File: config.mk
export PLATFORM = sky130hd
export DESIGN_NAME = adc_ctrl
export DESIGN_NICKNAME = d
export VERILOG_FILES = /design/src/core/adc_ctrl_pkg.sv /design/src/core/adc_ctrl.sv
export SDC_FILE = /design/constraint.sdc
export NUM_CORES = 1
export LEC_CHECK = 0
export BUFFER_PORTS_ARGS = -buffer_cell sky130_fd_sc_hd__buf_2
export CORE_AREA = 2 2 82 84
export CTS_CLUSTER_SIZE = 40
export DETAILED_ROUTE_END_ITERATION = 6
export DIE_AREA = 0 0 84 86
export PLACE_DENSITY = 0.84
export SETUP_SLACK_MARGIN = 0.05
export SYNTH_ARGS = -nofsm -noshare
export SYNTH_HDL_FRONTEND = slang
export SYNTH_SLANG_ARGS = --single-unit
export TNS_END_PERCENT = 1
File: constraint.sdc
create_clock -name mclk -period 4.5 [get_ports mclk]
set_input_delay 0.225 -clock mclk [delete_from_list [all_inputs] [get_ports mclk]]
set_output_delay 0.225 -clock mclk [all_outputs]
set_load 0.05 [all_outputs]
File: src/core/adc_ctrl_pkg.sv
// Constants for the converter control and result register block
// Function
// - Left adjust reformats result immediately
// - Channel code routes single, differential, internal inputs
// - Differential even codes 1x, odd 20x
// - Channel change waits for conversion end
// - Enable powers converter, clearing aborts conversion
// - Start write begins conversion
// - First conversion 25 cycles, later 13
// - Start reads one while busy, zero-write ignored
// - Auto trigger starts on selected rising edge
// - Done flag set with result update
// - Interrupt when flag, enable, global enable
// - Flag clears on vector or one-write
// - Prescaler divides clock 2 up to 128
// - Right and left adjusted result layouts
// - Low byte read locks result until high
// - Trigger source select; free running no trigger
package adc_ctrl_pkg;
  localparam logic [11:0] OFF_RESULT_LOW = 12'h010;
  localparam logic [11:0] OFF_RESULT_HIGH = 12'h014;
  localparam logic [11:0] OFF_CTRL_STATUS = 12'h018;
  localparam logic [11:0] OFF_INPUT_SELECT = 12'h01C;
  localparam logic [11:0] OFF_CTRL_B = 12'h00C;
  localparam int BIT_ENABLE = 7;
  localparam int BIT_START = 6;
  localparam int BIT_AUTO = 5;
  localparam int BIT_FLAG = 4;
  localparam int BIT_IRQ_EN = 3;
  localparam int BIT_LEFT_ADJ = 5;
  localparam logic [7:0] RESET_BYTE = 8'h00;
  localparam logic [4:0] FIRST_CYCLES = 5'd25;
  localparam logic [4:0] NORMAL_CYCLES = 5'd13;
  localparam logic [3:0] CH_DIFF_LO = 4'h4;
  localparam logic [3:0] CH_DIFF_HI = 4'hB;
  localparam logic [3:0] CH_UNUSED = 4'hE;
  localparam logic [2:0] TRIG_FREE = 3'h0;
  typedef enum logic [1:0] {st_idle, st_convert} conv_state_type;
endpackage

File: src/core/adc_ctrl.sv
// Converter control, prescaler, trigger logic and result registers
//
// Local design decision: the APB interface to the registers.
`timescale 1ns/100ps
module adc_ctrl
  import adc_ctrl_pkg::*;
(
  // Clock, reset, enable
  input wire logic mclk,
  input wire logic rstn,
  input wire logic clk_en,
  // APB slave
  input wire logic psel,
  input wire logic penable,
  input wire logic pwrite,
  input wire logic [11:0] paddr,
  input wire logic [31:0] pwdata,
  input wire logic [3:0] pstrb,
  output logic [31:0] prdata,
  output logic pready,
  output logic pslverr,
  // Trigger sources, codes 1 to 6
  input wire logic [6:1] trig_src,
  // Interrupt
  input wire logic global_irq_en,
  input wire logic irq_ack,
  output logic irq_req,
  // Converter core
  output logic core_power,
  output logic core_sample,
  output logic core_clk_tick,
  output logic [3:0] core_channel,
  output logic core_gain_20x,
  output logic core_diff,
  output logic core_init,
  input wire logic [9:0] core_code
);
  logic [7:0] ctrl_r, ctrl_nxt;
  logic [7:0] insel_r, insel_nxt;
  logic [2:0] tsel_r, tsel_nxt;
  logic [3:0] chan_r, chan_nxt;
  logic [9:0] res_r, res_nxt;
  logic lock_r, lock_nxt;
  logic first_r, first_nxt;
  logic trig_d_r, trig_d_nxt;
  logic [6:0] div_r, div_nxt;
  logic [4:0] cnt_r, cnt_nxt;
  conv_state_type state_r, state_nxt;
  logic wr;
  logic rd;
  logic tick;
  logic trig_now;
  logic start_req;
  logic done;
  logic mapped;
  logic [7:0] low_b, high_b;
  logic [6:0] div_mask;

  assign wr = psel && penable && pwrite && pstrb[0];
  assign rd = psel && penable && !pwrite;
  assign pready = 1'b1;
  assign mapped = paddr == OFF_RESULT_LOW || paddr == OFF_RESULT_HIGH || paddr == OFF_CTRL_STATUS ||
                  paddr == OFF_INPUT_SELECT || paddr == OFF_CTRL_B;
  assign pslverr = psel && penable && !mapped;

  // Division mask, codes 0 and 1 both divide by two
  always_comb begin
    case (ctrl_r[2:0])
      3'd0, 3'd1: div_mask = 7'h01;
      3'd2: div_mask = 7'h03;
      3'd3: div_mask = 7'h07;
      3'd4: div_mask = 7'h0F;
      3'd5: div_mask = 7'h1F;
      3'd6: div_mask = 7'h3F;
      default: div_mask = 7'h7F;
    endcase
  end
  assign tick = ctrl_r[BIT_ENABLE] && ((div_r & div_mask) == div_mask);

  // Trigger selection; free running has no source of its own
  always_comb begin
    trig_d_nxt = (tsel_r == TRIG_FREE) ? 1'b0 : trig_src[tsel_r];
    if (tsel_r == 3'd7) begin
      trig_d_nxt = 1'b0;
    end
  end
  assign trig_now = trig_d_nxt && !trig_d_r;
  assign done = state_r == st_convert && tick && cnt_r == 5'd1;

  // Start requests: software write or trigger edge; free-running restart is handled at completion
  always_comb begin
    start_req = 1'b0;
    if (wr && paddr == OFF_CTRL_STATUS && pwdata[BIT_START]) begin
      start_req = 1'b1;
    end
    if (ctrl_r[BIT_AUTO] && trig_now) begin
      start_req = 1'b1;
    end
  end

  always_comb begin
    ctrl_nxt = ctrl_r;
    insel_nxt = insel_r;
    tsel_nxt = tsel_r;
    chan_nxt = chan_r;
    res_nxt = res_r;
    lock_nxt = lock_r;
    first_nxt = first_r;
    div_nxt = ctrl_r[BIT_ENABLE] ? div_r + 7'd1 : 7'd0;
    cnt_nxt = cnt_r;
    state_nxt = state_r;
    if (wr && paddr == OFF_INPUT_SELECT) begin
      insel_nxt = pwdata[7:0];
    end
    if (wr && paddr == OFF_CTRL_B) begin
      tsel_nxt = pwdata[2:0];
    end
    if (wr && paddr == OFF_CTRL_STATUS) begin
      ctrl_nxt[7] = pwdata[7];
      ctrl_nxt[5] = pwdata[5];
      ctrl_nxt[3:0] = pwdata[3:0];
      if (pwdata[BIT_FLAG]) begin
        ctrl_nxt[BIT_FLAG] = 1'b0;
      end
      if (pwdata[BIT_ENABLE] && !ctrl_r[BIT_ENABLE]) begin
        first_nxt = 1'b1;
      end
    end
    if (irq_ack) begin
      ctrl_nxt[BIT_FLAG] = 1'b0;
    end
    // Reading low locks, reading high releases
    if (rd && paddr == OFF_RESULT_LOW) begin
      lock_nxt = 1'b1;
    end
    if (rd && paddr == OFF_RESULT_HIGH) begin
      lock_nxt = 1'b0;
    end
    case (state_r)
      st_idle: begin
        chan_nxt = insel_nxt[3:0];
        if (start_req && ctrl_nxt[BIT_ENABLE]) begin
          state_nxt = st_convert;
          ctrl_nxt[BIT_START] = 1'b1;
          cnt_nxt = first_nxt ? FIRST_CYCLES : NORMAL_CYCLES;
        end
      end
      st_convert: begin
        if (tick) begin
          cnt_nxt = cnt_r - 5'd1;
        end
        if (done) begin
          first_nxt = 1'b0;
          if (!lock_nxt) begin
            res_nxt = core_code;
          end
          ctrl_nxt[BIT_FLAG] = 1'b1;
          chan_nxt = insel_nxt[3:0];
          if (ctrl_nxt[BIT_AUTO] && tsel_r == TRIG_FREE || start_req) begin
            cnt_nxt = NORMAL_CYCLES;
          end else begin
            state_nxt = st_idle;
            ctrl_nxt[BIT_START] = 1'b0;
          end
        end
      end
      default: state_nxt = st_idle;
    endcase
    if (!ctrl_nxt[BIT_ENABLE]) begin
      state_nxt = st_idle;
      ctrl_nxt[BIT_START] = 1'b0;
    end
  end

  always_ff @(posedge mclk or negedge rstn) begin
    if (!rstn) begin
      ctrl_r <= RESET_BYTE;
      insel_r <= RESET_BYTE;
      tsel_r <= 3'h0;
      chan_r <= 4'h0;
      res_r <= 10'h000;
      lock_r <= 1'b0;
      first_r <= 1'b0;
      trig_d_r <= 1'b0;
      div_r <= 7'h00;
      cnt_r <= 5'h00;
      state_r <= st_idle;
    end else if (clk_en) begin
      ctrl_r <= ctrl_nxt;
      insel_r <= insel_nxt;
      tsel_r <= tsel_nxt;
      chan_r <= chan_nxt;
      res_r <= res_nxt;
      lock_r <= lock_nxt;
      first_r <= first_nxt;
      trig_d_r <= trig_d_nxt;
      div_r <= div_nxt;
      cnt_r <= cnt_nxt;
      state_r <= state_nxt;
    end
  end

  // Layout follows left adjust at once, no conversion wait
  assign low_b = insel_r[BIT_LEFT_ADJ] ? {res_r[1:0], 6'h00} : res_r[7:0];
  assign high_b = insel_r[BIT_LEFT_ADJ] ? res_r[9:2] : {6'h00, res_r[9:8]};

  always_ff @(posedge mclk or negedge rstn) begin
    if (!rstn) begin
      prdata <= 32'h0000_0000;
    end else if (clk_en) begin
      case (paddr)
        OFF_RESULT_LOW: prdata <= {24'h000000, low_b};
        OFF_RESULT_HIGH: prdata <= {24'h000000, high_b};
        OFF_CTRL_STATUS: prdata <= {24'h000000, ctrl_r};
        OFF_INPUT_SELECT: prdata <= {24'h000000, insel_r};
        OFF_CTRL_B: prdata <= {29'h0, tsel_r};
        default: prdata <= 32'h0000_0000;
      endcase
    end
  end

  assign irq_req = ctrl_r[BIT_FLAG] && ctrl_r[BIT_IRQ_EN] && global_irq_en;
  assign core_power = ctrl_r[BIT_ENABLE];
  assign core_sample = state_r == st_convert;
  assign core_clk_tick = tick && state_r == st_convert;
  assign core_channel = chan_r;
  assign core_diff = chan_r >= CH_DIFF_LO && chan_r <= CH_DIFF_HI;
  assign core_gain_20x = core_diff && chan_r[0];
  assign core_init = first_r && state_r == st_convert;
endmodule

==> out/qor.txt <==
Critical path launch point type = register
#FFs+latches synth = 57
CTS clk-pin slew, worst paths = 0.06 ns
RD Place Congestion = 0.8372
DRC Markers = 0
Grt total ovfl = 0
Layout Nets = 487
Synthesis Warnings = 0
Post-Route WL = 8.142 mm
Cells after Synth = 354
WP data arrival = 2.80 ns
Req. time, crit path = 4.72 ns
Final Hold Fails = 0
CP max FO = 10
Die H = 86 um
Pre-Repair DR Iteration Count = 5
Clock net sink count = 57
Post-cts sizing count = 0
Worst min-delay path category = input port to asynchronous set/reset pin
RSZ-0062 raised after global routing = no
Vias post-DR = 2950
Vias in the first global route = 2860
Worst slew pin tran = 0.9924 ns
Critical Path Slowest Stage Cell = nor4_4
Maximum vdd drop = 0.2406 mV
Skew final = 0.008036 ns
CTS tree = done
Sequential area share after synthesis = 41.67%
EDFF count, synth = 0
Syn avg cell area = 9.670 um2
Max Freq = 0.3872 GHz
Setup TNS = 0 ns
CTS H-Tree Depth = 3
Worst skew pair latency = 0.34 ns
Finish-stage setup viols = 0
Leakage power = 1.890 nW
Post-detail-place hpwl = 5.901 mm
Max Root-Sink Buffers = 2
Power density over cell area = 286.0 nW/um2
Non-filler cells, final = 493
Count of pins over their slew limit = 0
Share of layout cells above drive strength 1 = 30.05%
Initial DRC count = 215
Cell Rows = 29
Max-cap violations = 0
Max-slew headroom = 33.23%
Synthesis-to-layout area growth = 13.30%
Critical path cell sequence = nor2b_1 -> o21ai_0 -> nand4b_2 -> nor4_4 -> o2111ai_4 -> mux2_2
Routed length per instance = 16.52 um
Post-synth ARST share = 100.0%
Pin count of the biggest net entering global routing = 58
First-pass GRT wire length = 13.70 mm
Count of cell types in the netlist = 55
Fillers = 539
Worst Reg2Reg Path Length in Cells = 6
Ys flop type = dfrtp_1
Total Routing Usage GR = 24.06%
TritonCTS buffer count = 9
Initial Util = 54.53%
Cell area after synthesis = 3423 um2
Die ar. = 7224 um2
Count of input and output buffers = 64
Routed Antenna Nets = 0
Nature of the critical path endpoint = register
Cts hold-fix bufs = 0
IO Pins = 117
Dpl cells = 478
ANT cells = 0
CTS Root Buffer Type = clkbuf_8
Min Tclk post-route = 2.583 ns
Routed vias/inst = 5.984
Core area = 6277 um2
Initial antenna violation count = 0
Status = completed
Critical path type = register to register
Postcts setup bufs = 0
Die width = 84 um
Worst stage delay on the critical path = 0.65 ns
Hold_ws = 0.01663 ns
Crit share post-route = 57.40%
sequential cells by signal, indices dropped and copies added, names as in the netlist:
register	count
res_r	10
ctrl_r	8
insel_r	8
prdata	8
div_r	7
cnt_r	5
core_channel	4
tsel_r	3
first_r	1
lock_r	1
state_r	1
trig_d_r	1
critical path: cells and delay by family, from the launching register on:
family           cells  cell delay (ns)
flip-flops           1             0.41
multiplexers         1             0.37
AO/OA/AOI/OAI        2             0.57
AND/OR/NAND/NOR      3             1.10
metal layers:
metal  global-route usage, %  vias to the layer above  routed length, um
met5                       0                        -                  0
met4                   11.29                        0                252
met3                   5.486                       29                594
met2                   39.35                      157               3934
met1                   30.53                     1401               3362
li1                        -                     1363                  -
final timing paths:
kind | start | end | slack (ns)
worst min-delay path | rstn | div_r[4]$_DFFE_PN0P_ | 0.02
worst max register to register | ctrl_r[0]$_DFFE_PN0P_ | res_r[0]$_DFFE_PN0P_ | 1.92
worst max-delay path | ctrl_r[0]$_DFFE_PN0P_ | res_r[0]$_DFFE_PN0P_ | 1.92
worst min register to register | prdata[3]$_DFFE_PN0P_ | prdata[3]$_DFFE_PN0P_ | 0.48
max in group asynchronous | rstn | cnt_r[1]$_DFFE_PN0P_ | 4.01
min in group mclk | core_code[4] | res_r[4]$_DFFE_PN0P_ | 0.12
cells in the mapped netlist (4+ instances only):
| library cell | count | area [um2] |
|---|---|---|
| clkbuf_1 | 13 | 48.80 |
| dfrtp_1 | 57 | 1426 |
| nand3_1 | 12 | 60.06 |
| o21ai_0 | 19 | 95.09 |
| buf_4 | 25 | 187.7 |
| a221oi_1 | 5 | 43.79 |
| nor2b_1 | 5 | 31.28 |
| and4_1 | 4 | 35.03 |
| nor3_1 | 9 | 45.04 |
| nand2_1 | 41 | 153.9 |
| a21oi_1 | 23 | 115.1 |
| inv_1 | 13 | 48.80 |
| a21o_1 | 4 | 30.03 |
| a22o_1 | 4 | 35.03 |
| mux2_2 | 36 | 405.4 |
| and3_1 | 4 | 25.02 |
| o2bb2ai_1 | 6 | 52.55 |
| nor2_1 | 14 | 52.55 |
| mux2i_1 | 4 | 40.04 |
cells in the final DEF (no fill, tap or decap), types with 3 or more instances in the layout:
| cell type | Yosys | layout |
|---|---|---|
| buf_2 | 2 | 64 |
| dfrtp_1 | 57 | 57 |
| nand2_1 | 41 | 41 |
| mux2_2 | 36 | 36 |
| conb_1 | 2 | 25 |
| a21oi_1 | 23 | 23 |
| o21ai_0 | 19 | 19 |
| nor2_1 | 14 | 14 |
| inv_1 | 13 | 13 |
| nand3_1 | 12 | 12 |
| clkbuf_8 | 0 | 11 |
| nor3_1 | 9 | 9 |
| o2bb2ai_1 | 6 | 6 |
| nor2b_1 | 5 | 5 |
| a221oi_1 | 5 | 5 |
| a21o_1 | 4 | 4 |
| and3_1 | 4 | 4 |
| mux2i_1 | 4 | 4 |
| and4_1 | 4 | 4 |
| a22o_1 | 4 | 4 |
| and2_1 | 3 | 3 |
| o41ai_1 | 3 | 3 |
| a31oi_1 | 3 | 3 |
| ha_1 | 3 | 3 |
layout make-up:
class	instances	area (um2)	share of cell area, %
clock buffers	12	155.1	4.000
repair buffers	65	327.8	8.452
well taps	77	96.34	2.484
flip-flops and latches	57	1426	36.77
inverters	13	48.80	1.258
multi-input cells	266	1784	46.00
clock inverters	3	40.04	1.032
cells by family (layout without fill, tap and decap cells):
family          Yosys count  in the layout  synth area share [%]
fa+ha+maj                 3              3                 1.097
flops                    57             57                 41.67
xor+xnor                  1              1                0.2559
other cells               2             25                0.2194
compound gates           88             88                 17.84
mux                      40             40                 13.01
simple gates            109            109                 17.18
buf+inv                  54             93                 8.735
stage by stage:
step                      util, %  worst slack, ns  cell area, um2  total power, mW
after floorplan                 -            2.258            3510           0.6164
after global placement      58.68            1.982            3684           0.6392
after detailed placement    58.68            1.948            3684           0.6408
after CTS                   61.79            1.917            3879            1.120
after global routing        61.79            1.781            3879            1.158
final                       61.79            1.917            3879            1.109
where the power goes:
| group | switching, mW | leakage (nW) | internal, mW | total, mW |
|---|---|---|---|---|
| clock | 0.196 | 0.102 | 0.281 | 0.477 |
| combinational | 0.0944 | 1.01 | 0.0221 | 0.117 |
| sequential | 0.00117 | 0.782 | 0.515 | 0.516 |
| total | 0.292 | 1.89 | 0.818 | 1.11 |
(Power assumes the default switching activity.)
